## config.mk

```make
export PLATFORM = sky130hd
export DESIGN_NAME = bb_engine
export DESIGN_NICKNAME = d
export VERILOG_FILES = /design/src/bb_pkg.sv /design/src/bb_src_align.sv /design/src/bb_rop.sv /design/src/bb_engine.sv
export SDC_FILE = /design/constraint.sdc
export NUM_CORES = 1
export LEC_CHECK = 0
export ABC_AREA = 1
export BUFFER_PORTS_ARGS = -buffer_cell sky130_fd_sc_hd__buf_2
export CAP_MARGIN = 10
export CORE_ASPECT_RATIO = 0.75
export CORE_MARGIN = 10
export CORE_UTILIZATION = 50
export CTS_CLUSTER_DIAMETER = 100
export DETAILED_ROUTE_END_ITERATION = 16
export GPL_ROUTABILITY_DRIVEN = 0
export PLACE_DENSITY = 0.67
export SETUP_SLACK_MARGIN = 0.3
export SLEW_MARGIN = 5
export SYNTH_ARGS = -nofsm -noshare
export SYNTH_HDL_FRONTEND = slang
export SYNTH_SLANG_ARGS = --single-unit
export TNS_END_PERCENT = 1
```

## constraint.sdc

```tcl
create_clock -name pclk -period 5.65 [get_ports pclk]
set_input_delay 1.13 -clock pclk [delete_from_list [all_inputs] [get_ports pclk]]
set_output_delay 1.13 -clock pclk [all_outputs]
set_load 0.02 [all_outputs]
```

## src/bb_pkg.sv

```systemverilog
/*
  Shared constants and types of the block transfer engine: register map,
  control fields, function codes, engine states and the memory command.
  Assumes a 32-bit APB register bus and a 16-bit word memory port.
*/
// Notes on behaviour
// - Source and destination starts are pixel addresses; any bit of any word.
// - Source is shifted by the given count so first pixels line up.
// - Destination bits outside the rectangle keep their old values.
// - Only whole aligned words accessed; left mask first word, right mask last.
// - Edge masks stay fixed on every line during one operation.
// - Mask zero keeps the destination bit; mask one takes the result.
// - Bit zero of a 16-bit word is the first pixel, higher bits to the right.
// - Once per line, compute start addresses and test for completion; height lines.
// - Once per word read, combine, write, step; width words per line.
// - Software only sets up; the engine runs both loops by itself.
// - Horizontal either direction; vertical either direction for safe overlapped copies.
// - Increasing address by default; decreasing address reverses horizontal order.
// - Five instructions run internally; the external-unit transfer is not run here.
// - Vertical direction follows warp signs; horizontal follows the address option.
// - Increasing/decreasing and true/inverted source are exclusive pairs.
// - Function codes AND 1010, OR 0110, XOR 1110, fast OR 1100, store 0100.
package bb_pkg;

  localparam int APB_AW = 8;

  // Register byte offsets
  localparam logic [APB_AW-1:0] OFS_SRC    = 8'h00;
  localparam logic [APB_AW-1:0] OFS_DST    = 8'h04;
  localparam logic [APB_AW-1:0] OFS_SHIFT  = 8'h08;
  localparam logic [APB_AW-1:0] OFS_HEIGHT = 8'h0c;
  localparam logic [APB_AW-1:0] OFS_MASK1  = 8'h10;
  localparam logic [APB_AW-1:0] OFS_MASK2  = 8'h14;
  localparam logic [APB_AW-1:0] OFS_SWARP  = 8'h18;
  localparam logic [APB_AW-1:0] OFS_DWARP  = 8'h1c;
  localparam logic [APB_AW-1:0] OFS_WIDTH  = 8'h20;
  localparam logic [APB_AW-1:0] OFS_CTRL   = 8'h24;
  localparam logic [APB_AW-1:0] OFS_STAT   = 8'h28;

  // Control fields
  localparam int CTRL_OP_LSB = 0;
  localparam int CTRL_OP_W   = 4;
  localparam int CTRL_DEC    = 4;
  localparam int CTRL_INV    = 5;
  localparam int CTRL_GO     = 8;

  // Status fields, write one to clear done and error
  localparam int STAT_BUSY = 0;
  localparam int STAT_DONE = 1;
  localparam int STAT_ERR  = 2;

  // Function codes
  localparam logic [3:0] OP_AND  = 4'ha;
  localparam logic [3:0] OP_OR   = 4'h6;
  localparam logic [3:0] OP_XOR  = 4'he;
  localparam logic [3:0] OP_FOR  = 4'hc;
  localparam logic [3:0] OP_STORE = 4'h4;

  localparam logic [31:0] CTRL_RESET = 32'h0000_0004;
  localparam int          BYTES_PER_WORD_LOG2 = 1;
  localparam int          BITS_PER_BYTE_LOG2  = 3;

  typedef enum {ST_IDLE, ST_LINE, ST_RSRC, ST_RDST, ST_WR} state_t;

  typedef struct packed {
    logic        we;
    logic [23:0] addr;
    logic [15:0] wdata;
  } mem_cmd_t;

endpackage : bb_pkg

```

## src/bb_src_align.sv

```systemverilog
/*
  Source alignment funnel shifter: builds one destination-aligned word from
  the current and previously read source words. Pure combinational logic.
*/
`timescale 1ns/1ps
`default_nettype none
module bb_src_align #(
  parameter int W  = 16,
  parameter int SW = $clog2(W)
) (
  // Data in
  input  wire logic [W-1:0]  cur,
  input  wire logic [W-1:0]  prev,
  input  wire logic [SW-1:0] shift,
  input  wire logic          dec,
  // Aligned data
  output logic      [W-1:0]  aligned
);
  logic [2*W-1:0] up_pair;
  logic [2*W-1:0] dn_pair;

  // Increasing order moves pixels toward higher bit numbers
  assign up_pair = {cur, prev} << shift;
  // Decreasing order walks right to left, so the carry comes from above
  assign dn_pair = {prev, cur} >> shift;
  assign aligned = dec ? dn_pair[W-1:0] : up_pair[2*W-1:W];
endmodule : bb_src_align
`default_nettype wire

```

## src/bb_rop.sv

```systemverilog
/*
  Logical function unit with edge-mask merge for one destination word.
  Function codes come from the package; combinational only.
*/
`timescale 1ns/1ps
`default_nettype none
module bb_rop #(
  parameter int W = 16
) (
  // Function select
  input  wire logic [3:0]   op,
  input  wire logic         inv,
  // Operands
  input  wire logic [W-1:0] src,
  input  wire logic [W-1:0] dst,
  input  wire logic [W-1:0] mask,
  // Result
  output logic      [W-1:0] wdata
);
  logic [W-1:0] s;
  logic [W-1:0] res;

  assign s = inv ? ~src : src;

  always_comb begin
    unique case (op)
      bb_pkg::OP_AND:  res = s & dst;
      bb_pkg::OP_OR:   res = s | dst;
      bb_pkg::OP_XOR:  res = s ^ dst;
      bb_pkg::OP_FOR:  res = src | dst;
      bb_pkg::OP_STORE: res = s;
      default:         res = dst;
    endcase
  end

  // Zero mask bits protect neighbours
  assign wdata = (res & mask) | (dst & ~mask);
endmodule : bb_rop
`default_nettype wire

```

## src/bb_engine.sv

```systemverilog
/*
  Bit-aligned block transfer engine: APB register file plus the automatic
  per-line and per-word loops that read source and destination words,
  combine them and write the destination back.
  Assumes a word memory on the same clock answering each request with a
  one-cycle mem_ack while mem_req is held; read data valid with mem_ack.
*/
`timescale 1ns/1ps
`default_nettype none
module bb_engine #(
  parameter int DATA_W = 16,
  parameter int ADDR_W = 24,
  parameter int CNT_W  = 16
) (
  // Clock, reset, enable
  input  wire logic                  pclk,
  input  wire logic                  presetn,
  input  wire logic                  ce,
  // APB slave
  input  wire logic                  psel,
  input  wire logic                  penable,
  input  wire logic                  pwrite,
  input  wire logic [bb_pkg::APB_AW-1:0] paddr,
  input  wire logic [31:0]           pwdata,
  output logic      [31:0]           prdata,
  output logic                       pready,
  output logic                       pslverr,
  // Memory master
  output logic                       mem_req,
  output bb_pkg::mem_cmd_t           mem_cmd,
  input  wire logic [DATA_W-1:0]     mem_rdata,
  input  wire logic                  mem_ack,
  // Status
  output logic                       busy
);
  localparam int SW    = $clog2(DATA_W);
  localparam int PIX_W = ADDR_W + bb_pkg::BITS_PER_BYTE_LOG2;
  localparam logic [ADDR_W-1:0] STEP =
    ADDR_W'(1 << bb_pkg::BYTES_PER_WORD_LOG2);

  // Setup registers
  logic [PIX_W-1:0]  src_pix_reg;
  logic [PIX_W-1:0]  dst_pix_reg;
  logic [SW-1:0]     shift_reg;
  logic [CNT_W-1:0]  height_reg;
  logic [DATA_W-1:0] mask1_reg;
  logic [DATA_W-1:0] mask2_reg;
  logic [31:0]       swarp_reg;
  logic [31:0]       dwarp_reg;
  logic [CNT_W-1:0]  width_reg;
  logic [3:0]        op_reg;
  logic              dec_reg;
  logic              inv_reg;
  logic              done_reg;
  logic              err_reg;

  // Engine state
  bb_pkg::state_t    st_reg;
  logic [ADDR_W-1:0] lsrc_reg;
  logic [ADDR_W-1:0] ldst_reg;
  logic [ADDR_W-1:0] csrc_reg;
  logic [ADDR_W-1:0] cdst_reg;
  logic [CNT_W-1:0]  wleft_reg;
  logic [CNT_W-1:0]  hleft_reg;
  logic [DATA_W-1:0] prev_reg;
  logic [DATA_W-1:0] srcw_reg;
  logic              first_reg;
  logic              run_dec_reg;
  logic              run_inv_reg;

  // Bus decode and datapath nets
  logic              apb_acc;
  logic              apb_wr;
  logic              mapped;
  logic [31:0]       rd_next;
  logic              go_req;
  logic              op_legal;
  logic              start;
  logic              finish;
  logic [DATA_W-1:0] edge_mask;
  logic [DATA_W-1:0] aligned;
  logic [DATA_W-1:0] wr_word;
  logic [3:0]        wr_op;
  logic [2:0]        wr_dec_inv;

  assign apb_acc = psel && penable && pready;
  assign apb_wr  = apb_acc && pwrite && mapped;
  assign wr_op   = pwdata[bb_pkg::CTRL_OP_LSB +: bb_pkg::CTRL_OP_W];
  assign wr_dec_inv = {pwdata[bb_pkg::CTRL_GO], pwdata[bb_pkg::CTRL_INV],
                       pwdata[bb_pkg::CTRL_DEC]};
  assign go_req  = apb_wr && (paddr == bb_pkg::OFS_CTRL) && wr_dec_inv[2];

  // Only the five internal functions run; other codes are refused
  always_comb begin
    unique case (wr_op)
      bb_pkg::OP_AND, bb_pkg::OP_OR, bb_pkg::OP_XOR,
      bb_pkg::OP_FOR, bb_pkg::OP_STORE: op_legal = 1'b1;
      default:                         op_legal = 1'b0;
    endcase
  end
  assign start = go_req && op_legal && (st_reg == bb_pkg::ST_IDLE);

  always_comb begin
    mapped  = 1'b1;
    rd_next = 32'h0000_0000;
    unique case (paddr)
      bb_pkg::OFS_SRC:    rd_next = 32'(src_pix_reg);
      bb_pkg::OFS_DST:    rd_next = 32'(dst_pix_reg);
      bb_pkg::OFS_SHIFT:  rd_next = 32'(shift_reg);
      bb_pkg::OFS_HEIGHT: rd_next = 32'(height_reg);
      bb_pkg::OFS_MASK1:  rd_next = 32'(mask1_reg);
      bb_pkg::OFS_MASK2:  rd_next = 32'(mask2_reg);
      bb_pkg::OFS_SWARP:  rd_next = swarp_reg;
      bb_pkg::OFS_DWARP:  rd_next = dwarp_reg;
      bb_pkg::OFS_WIDTH:  rd_next = 32'(width_reg);
      bb_pkg::OFS_CTRL:   rd_next = 32'({inv_reg, dec_reg, op_reg});
      bb_pkg::OFS_STAT:   rd_next = 32'({err_reg, done_reg, busy});
      default:            mapped  = 1'b0;
    endcase
  end

  // One wait state: pready rises in the second access cycle
  always_ff @(posedge pclk or negedge presetn) begin
    if (!presetn) begin
      pready  <= 1'b0;
      pslverr <= 1'b0;
      prdata  <= 32'h0000_0000;
    end else if (ce) begin
      pready  <= psel && penable && !pready;
      pslverr <= psel && penable && !pready && !mapped;
      if (psel && penable && !pready && !pwrite) begin
        prdata <= rd_next;
      end
    end
  end

  // Setup writes are ignored while running, so masks cannot move
  always_ff @(posedge pclk or negedge presetn) begin
    if (!presetn) begin
      src_pix_reg <= '0;
      dst_pix_reg <= '0;
      shift_reg   <= '0;
      height_reg  <= '0;
      mask1_reg   <= '0;
      mask2_reg   <= '0;
      swarp_reg   <= 32'h0000_0000;
      dwarp_reg   <= 32'h0000_0000;
      width_reg   <= '0;
      op_reg      <= bb_pkg::CTRL_RESET[3:0];
      dec_reg     <= 1'b0;
      inv_reg     <= 1'b0;
    end else if (ce && apb_wr && st_reg == bb_pkg::ST_IDLE) begin
      unique case (paddr)
        bb_pkg::OFS_SRC:    src_pix_reg <= pwdata[PIX_W-1:0];
        bb_pkg::OFS_DST:    dst_pix_reg <= pwdata[PIX_W-1:0];
        bb_pkg::OFS_SHIFT:  shift_reg   <= pwdata[SW-1:0];
        bb_pkg::OFS_HEIGHT: height_reg  <= pwdata[CNT_W-1:0];
        bb_pkg::OFS_MASK1:  mask1_reg   <= pwdata[DATA_W-1:0];
        bb_pkg::OFS_MASK2:  mask2_reg   <= pwdata[DATA_W-1:0];
        bb_pkg::OFS_SWARP:  swarp_reg   <= pwdata;
        bb_pkg::OFS_DWARP:  dwarp_reg   <= pwdata;
        bb_pkg::OFS_WIDTH:  width_reg   <= pwdata[CNT_W-1:0];
        bb_pkg::OFS_CTRL: begin
          op_reg  <= wr_op;
          // Each option pair is one bit, so both halves cannot be chosen
          dec_reg <= wr_dec_inv[0];
          inv_reg <= wr_dec_inv[1];
        end
        default: ;
      endcase
    end
  end

  // Sticky flags: a setting event wins over a same-cycle clear
  always_ff @(posedge pclk or negedge presetn) begin
    if (!presetn) begin
      done_reg <= 1'b0;
      err_reg  <= 1'b0;
    end else if (ce) begin
      if (finish) begin
        done_reg <= 1'b1;
      end else if (apb_wr && paddr == bb_pkg::OFS_STAT && pwdata[bb_pkg::STAT_DONE]) begin
        done_reg <= 1'b0;
      end
      if (go_req && !op_legal) begin
        err_reg <= 1'b1;
      end else if (apb_wr && paddr == bb_pkg::OFS_STAT && pwdata[bb_pkg::STAT_ERR]) begin
        err_reg <= 1'b0;
      end
    end
  end

  // First and last word of each line take the edge masks
  always_comb begin
    edge_mask = {DATA_W{1'b1}};
    if (first_reg) begin
      edge_mask = edge_mask & mask1_reg;
    end
    if (wleft_reg == CNT_W'(1)) begin
      edge_mask = edge_mask & mask2_reg;
    end
  end

  bb_src_align #(
    .W  (DATA_W),
    .SW (SW)
  ) u_align (
    .cur     (mem_rdata),
    .prev    (prev_reg),
    .shift   (shift_reg),
    .dec     (run_dec_reg),
    .aligned (aligned)
  );

  bb_rop #(
    .W (DATA_W)
  ) u_rop (
    .op    (op_reg),
    .inv   (run_inv_reg),
    .src   (srcw_reg),
    .dst   (mem_rdata),
    .mask  (edge_mask),
    .wdata (wr_word)
  );

  assign finish = (st_reg == bb_pkg::ST_LINE) &&
                  (hleft_reg == '0 || width_reg == '0);

  // Nested line and word loops, no software between words or lines
  always_ff @(posedge pclk or negedge presetn) begin
    if (!presetn) begin
      st_reg      <= bb_pkg::ST_IDLE;
      lsrc_reg    <= '0;
      ldst_reg    <= '0;
      csrc_reg    <= '0;
      cdst_reg    <= '0;
      wleft_reg   <= '0;
      hleft_reg   <= '0;
      prev_reg    <= '0;
      srcw_reg    <= '0;
      first_reg   <= 1'b0;
      run_dec_reg <= 1'b0;
      run_inv_reg <= 1'b0;
      mem_req     <= 1'b0;
      mem_cmd     <= '0;
      busy        <= 1'b0;
    end else if (ce) begin
      unique case (st_reg)
        bb_pkg::ST_IDLE: begin
          if (start) begin
            // Pixel address to aligned word byte address
            lsrc_reg  <= ADDR_W'({src_pix_reg[PIX_W-1:SW], 1'b0});
            ldst_reg  <= ADDR_W'({dst_pix_reg[PIX_W-1:SW], 1'b0});
            hleft_reg <= height_reg;
            // Fast OR always runs increasing with true source
            // Options taken from the go write, the option registers load on this edge
            run_dec_reg <= wr_dec_inv[0] && (wr_op != bb_pkg::OP_FOR);
            run_inv_reg <= wr_dec_inv[1] && (wr_op != bb_pkg::OP_FOR);
            busy      <= 1'b1;
            st_reg    <= bb_pkg::ST_LINE;
          end
        end
        bb_pkg::ST_LINE: begin
          if (finish) begin
            busy   <= 1'b0;
            st_reg <= bb_pkg::ST_IDLE;
          end else begin
            csrc_reg  <= lsrc_reg;
            cdst_reg  <= ldst_reg;
            wleft_reg <= width_reg;
            first_reg <= 1'b1;
            prev_reg  <= '0;
            mem_req   <= 1'b1;
            mem_cmd   <= '{we: 1'b0, addr: lsrc_reg, wdata: '0};
            st_reg    <= bb_pkg::ST_RSRC;
          end
        end
        bb_pkg::ST_RSRC: begin
          if (mem_ack) begin
            srcw_reg <= aligned;
            prev_reg <= mem_rdata;
            mem_cmd  <= '{we: 1'b0, addr: cdst_reg, wdata: '0};
            st_reg   <= bb_pkg::ST_RDST;
          end
        end
        bb_pkg::ST_RDST: begin
          if (mem_ack) begin
            mem_cmd <= '{we: 1'b1, addr: cdst_reg, wdata: wr_word};
            st_reg  <= bb_pkg::ST_WR;
          end
        end
        bb_pkg::ST_WR: begin
          if (mem_ack) begin
            // Address step direction from the option
            csrc_reg  <= run_dec_reg ? csrc_reg - STEP : csrc_reg + STEP;
            cdst_reg  <= run_dec_reg ? cdst_reg - STEP : cdst_reg + STEP;
            first_reg <= 1'b0;
            wleft_reg <= wleft_reg - CNT_W'(1);
            if (wleft_reg == CNT_W'(1)) begin
              // Signed warps pick up or down
              lsrc_reg  <= lsrc_reg + swarp_reg[ADDR_W-1:0];
              ldst_reg  <= ldst_reg + dwarp_reg[ADDR_W-1:0];
              hleft_reg <= hleft_reg - CNT_W'(1);
              mem_req   <= 1'b0;
              st_reg    <= bb_pkg::ST_LINE;
            end else begin
              mem_cmd <= '{we: 1'b0,
                           addr: run_dec_reg ? csrc_reg - STEP : csrc_reg + STEP,
                           wdata: '0};
              st_reg  <= bb_pkg::ST_RSRC;
            end
          end
        end
      endcase
    end
  end
endmodule : bb_engine
`default_nettype wire

```

; Yosys cells after proc, flatten, opt, wreduce, memory -nomap -nowiden
; Cells that the tools add are included.
; W data, S select, Z words.
[word_totals]
wordCells = 210
reg_bits = 466
[op_classes]
muxes = 60
n_addsub = 8
eq_ne = 35
shifts = 2
bitwise = 10
reduce_logical = 61
[ops]
columns = op, count
row1 = $pmux W32 S11, 1
row2 = $mux W24, 12
row3 = $mux W41, 5
row4 = $pmux W24 S2, 4
row5 = $mux W16, 11
row6 = $pmux W41 S4, 1
row7 = $pmux W32 S5, 1
row8 = $mux W32, 4
row9 = $eq A32 B2 Y1 const B, 3
row10 = $pmux W16 S2, 3
row11 = $pmux W16 S5, 1
row12 = $and A16 B16 Y16, 4
row13 = $logic_not A32 Y1, 2
row14 = $add A24 B2 Y24 const B, 2
row15 = $add A24 B24 Y24, 2
row16 = $or A16 B16 Y16, 3
row17 = $sub A24 B2 Y24 const B, 2
row18 = $eq A32 B1 Y1 const B, 1
row19 = $eq A32 B3 Y1 const B, 1
row20 = $eq A8 B5 Y1 const B, 4
row21 = $logic_not A16 Y1, 2
row22 = $not A16 Y16, 2
row23 = $shl A32 B4 Y32, 1
row24 = $shr A32 B4 Y16, 1
row25 = 26 further kinds, 103

; Depth between registers and ports, before layout
[depth]
ltp_word = 10
depth_mapped = 16
ltp_nobuf = 15

; By module
; Synthesis repeated with hierarchy kept, for this count alone.
[hier_totals]
cells_unflattened = 4355
hier_area_um2 = 29584.6
[by_module_without_submodules]
columns = module, n_inst, seq_area_each_um2, cells_per_inst, area_per_inst_um2
row1 = bb_engine, 1, 10936.7, 3568, 25708.4
row2 = bb_src_align, 1, 0.0, 431, 2235.9
row3 = bb_rop, 1, 0.0, 356, 1640.3

; Least setup slack after synthesis
; Ideal clock, no wire load.
[synth_path]
path_type = reg2reg
start = register run_dec_reg
end = register cdst_reg[11]
stages_incl_launch_ff = 14
synth_period_minus_slack_ns = 3.177
arrival_ns = 3.094
path_slack_ns = 2.473
setup_ns = 0.083
path_buffers = 1
cell_sequence = dfrtp_1 > clkinv_1 > clkbuf_1 > fa_1 > inv_1 > nand3_1 > nand2_1 > nand2_1 > nand2_1 > a21oi_1 > or2_2 > nand3_1 > nand2_1 > o21ai_0
[synth_via]
elab_chain_len = 3
[synth_lines]
columns = item, line
row1 = "start, declared", bb_engine.sv:68  ; logic run_dec_reg;
row2 = "start signal, assigned", bb_engine.sv:257  ; run_dec_reg <= wr_dec_inv[0] && (wr_op != bb_pkg::OP_FOR);
row3 = $mux W24, bb_engine.sv:296  ; cdst_reg <= run_dec_reg ? cdst_reg - STEP : cdst_reg + STEP;
row4 = $mux W24, bb_engine.sv:293  ; if (mem_ack) begin
row5 = $pmux W24 S2, bb_engine.sv:248  ; unique case (st_reg)
row6 = "end signal, assigned", bb_engine.sv:269  ; cdst_reg <= ldst_reg;
row7 = "end signal, assigned", bb_engine.sv:296
row8 = "end, declared", bb_engine.sv:62  ; logic [ADDR_W-1:0] cdst_reg;
; Every way passes these cells. The select of a mux whose other input is x is not followed.
; A chain may end at the register's enable or synchronous reset.

; Final worst setup path
[layout_path]
start = register st_reg[0]
end = register mem_cmd[8] in the netlist's numbering
[layout_via]
elab_chain_len = 4
[layout_lines]
columns = item, line
row1 = "start, declared", bb_engine.sv:58  ; bb_pkg::state_t st_reg;
row2 = "start signal, assigned", bb_engine.sv:232  ; st_reg <= bb_pkg::ST_IDLE;
row3 = "start signal, assigned", bb_engine.sv:260  ; st_reg <= bb_pkg::ST_LINE;
row4 = "start signal, assigned", bb_engine.sv:266  ; st_reg <= bb_pkg::ST_IDLE;
row5 = $eq A32 B2 Y1, bb_engine.sv:226  ; assign finish = (st_reg == bb_pkg::ST_LINE) &&
row6 = $logic_and A1 B1 Y1, bb_engine.sv:226
row7 = $ne A2 B2 Y1 (no source line), -
row8 = $reduce_and A7 Y1 (no source line), -
row9 = "end signal, assigned", bb_engine.sv:274  ; mem_cmd <= '{we: 1'b0, addr: lsrc_reg, wdata: '0};
row10 = "end signal, assigned", bb_engine.sv:282  ; mem_cmd <= '{we: 1'b0, addr: cdst_reg, wdata: '0};
row11 = "end signal, assigned", bb_engine.sv:288  ; mem_cmd <= '{we: 1'b1, addr: cdst_reg, wdata: wr_word};
row12 = "end, declared", bb_engine.sv:30  ; output bb_pkg::mem_cmd_t mem_cmd,
; Several ways; a longest one is shown, not always the timed one.

==> metrics.csv <==
metric,value,unit
slew_headroom,19.4,%
diodes,0,
vias,30667,
antenna_found_initial,1,
dp_slack,1.62,ns
die_w,302,um
track_usage,29.6,%
slew_viol_final,0,
rows,77,
worst_setup_path_start_kind,flip-flop,
ys_seq_area_share,36.8,%
synth_seq_cells,437,
numClockSinks,437,
synthArstFlopShare,100,%
final_net_count,4768,
ant_nets,0,
grt_max_degree,136,
io_pins,140,
syn_to_final_growth,9.92,%
period_minus_slack,3.74,ns
grt-ovfl-total,0,
hold_viol,0,
syn_nets,4730,
grt_busiest_layer,met1,
fill_cells,5823,
root_buffer,clkbuf_16,
drv_cap,0,
critPathKind,flip-flop to flip-flop,
rsz0062_at_grt,no,
cp-end-kind,flip-flop,
drcViolationCount,0,
yosys_warnings,0,
fin_area,32700,um^2
crit_fanout,69,
use_met1,44.1,%
core,58900,um^2
synth_cell_types,46,
synth_area,29700,um^2
power_density,341,nW/um^2
grt_pass1_vias,27108,
start_util,50.5,%
die_h,231,um
status,completed,
drtIter0Drc,3797,
numCtsBuffers,47,
min_path_type,flip-flop to flip-flop,
place_area,30900,um^2
cp_data_arrival_time,4.30,ns
p_leak,0.0169,uW
clock_path_buffers,3,
clk_latency,0.63,ns
cts_tree,yes,
clk_pin_slew,0.06,ns
wl,106,mm
viasPerCell,5.65,
synthCells,4556,
cts_resized,0,
port_buffers,139,
largest-register,mem_cmd,
worst_pin_slew,1.20,ns
layout_setup_ws,1.91,ns
dr.pass1.iters,6,
htreeDepth,2,
use_met2,41.5,%
timing.fmax,267,MHz
grt_use_met3,7.08,%
setup_viol,0,
ctsHoldBuffers,0,
min_period_over_period,66.2,%
synth_edf_count,0,
crit_required,6.21,ns
fin_skew,0.0398,ns
yosys_most_used_dff,dfrtp_1,
grt_pass1_wl,163,mm
timing.setup.tns,0,ns
dieArea,69700,um^2
max-vdd-ir-drop,0.199,mV
largest_register_ffs,41,
post-cts-setup-buffer-count,0,
syn_avg_cell_area,6.52,um^2
wl_per_cell,19.6,um
post-dp-hpwl,80.2,mm
drive_gt1_share,6.32,%
kinds of logic (layout without fill, tap and decap cells):
family | Yosys count | in the layout | share of synthesized area (%)
AOI/OAI and AO/OA | 784 | 784 | 14.3
and+or+nand+nor | 2474 | 2474 | 33.5
xor gates and xnor gates | 35 | 35 | 1.03
DFF | 437 | 437 | 36.8
muxes | 15 | 15 | 0.505
buffers and inverters | 700 | 777 | 9.05
adders and majority gates | 111 | 111 | 4.77
cell type report:
class	count	area, um^2	area share (%)
Multi-Input combinational cell	3419	16100	49.3
Sequential cell	437	10900	33.5
Inverter	522	1960	6.01
Clock buffer	58	1280	3.91
Tap cell	790	988	3.03
Timing Repair Buffer	167	941	2.88
Clock inverter	30	444	1.36
synth_stat cells (2+ instances only):
cell | n | share of area, %
a21o_1 | 11 | 0.28
buf_2 | 23 | 0.39
inv_2 | 6 | 0.076
o21ai_1 | 12 | 0.20
o211ai_1 | 51 | 1.3
buf_6 | 2 | 0.076
nand2_2 | 6 | 0.13
nand3_1 | 293 | 4.9
nor2_1 | 358 | 4.5
o22ai_1 | 26 | 0.55
fa_1 | 4 | 0.27
buf_1 | 17 | 0.21
nand4_1 | 56 | 1.2
nand3b_1 | 15 | 0.38
clkbuf_1 | 131 | 1.7
xnor2_1 | 11 | 0.32
or2_2 | 15 | 0.32
buf_4 | 5 | 0.13
a221oi_1 | 2 | 0.059
a21oi_1 | 146 | 2.5
o21ai_0 | 496 | 8.4
nor3_1 | 20 | 0.34
o2111ai_1 | 4 | 0.12
nor4_1 | 2 | 0.042
xor2_1 | 24 | 0.71
a22o_1 | 7 | 0.21
dfrtp_1 | 436 | 37
nand2_1 | 1700 | 21
clkinv_1 | 8 | 0.10
nor2_2 | 4 | 0.084
mux2i_1 | 15 | 0.51
o21a_1 | 18 | 0.45
ha_1 | 107 | 4.5
o21bai_1 | 6 | 0.15
inv_1 | 508 | 6.4
metrics by stage:
step	total power, uW	instances	utilization, %	hold WS [ns]
after CTS	11100	5423	55.5	0.476
final	11200	5423	55.5	0.476
after floorplan	6380	4556	-	0.442
after global routing	11700	5423	55.5	0.491
after detailed placement	7600	5335	52.6	0.461
after global placement	7550	5335	52.6	0.456
path summary, 6_finish.rpt:
kind | from | endpoint | slack [ns] | cells after the start
worst max register to register | st_reg[0] | mem_cmd[8] | 1.91 | 13
worst min register to register | mem_cmd[2] | mem_cmd[2] | 0.48 | 2
worst max-delay path | st_reg[0] | mem_cmd[8] | 1.91 | 13
max in group asynchronous | presetn | prdata[30] | 3.84 | 2
min in group asynchronous | presetn | csrc_reg[18] | 0.53 | 1
worst min-delay path | mem_cmd[2] | mem_cmd[2] | 0.48 | 2
power breakdown:
part	internal (uW)	switching, uW	leakage, uW
registers	3610	494	0.00590
clock network	2040	1460	0.000826
logic	1050	2500	0.0101
total	6700	4450	0.0169
per-layer routing:
metal  routed length [um]  vias to the layer above
met4                 3490                        0
met2                43000                     1549
li1                     -                    14666
met1                47700                    14279
met5                    0                        -
met3                12300                      173
worst max-delay path, cell delays in order, from the launching register on:
cell     delay (ns)
dfrtp_1        0.44
nor2_2         0.26
nand2_4        0.30
inv_4          0.65
nor2_1         0.40
nand2_1        0.15
nand2_1        0.08
nor2_1         0.23
nand2_2        0.10
inv_2          0.34
nand2_1        0.21
inv_2          0.32
nand2_1        0.12
nand2_1        0.07
cells in the final DEF (no fill, tap or decap), types with 47 or more instances in the layout:
cell type  netlist  final
ha_1           107    107
buf_2           23    138
nand2_1       1700   1698
clkbuf_16        0     47
nor2_1         358    357
nand4_1         56     56
dfrtp_1        436    434
a21oi_1        146    145
o21ai_0        496    496
inv_1          508    508
o211ai_1        51     51
nand3_1        293    293
Power figures use the tool's default switching activity.
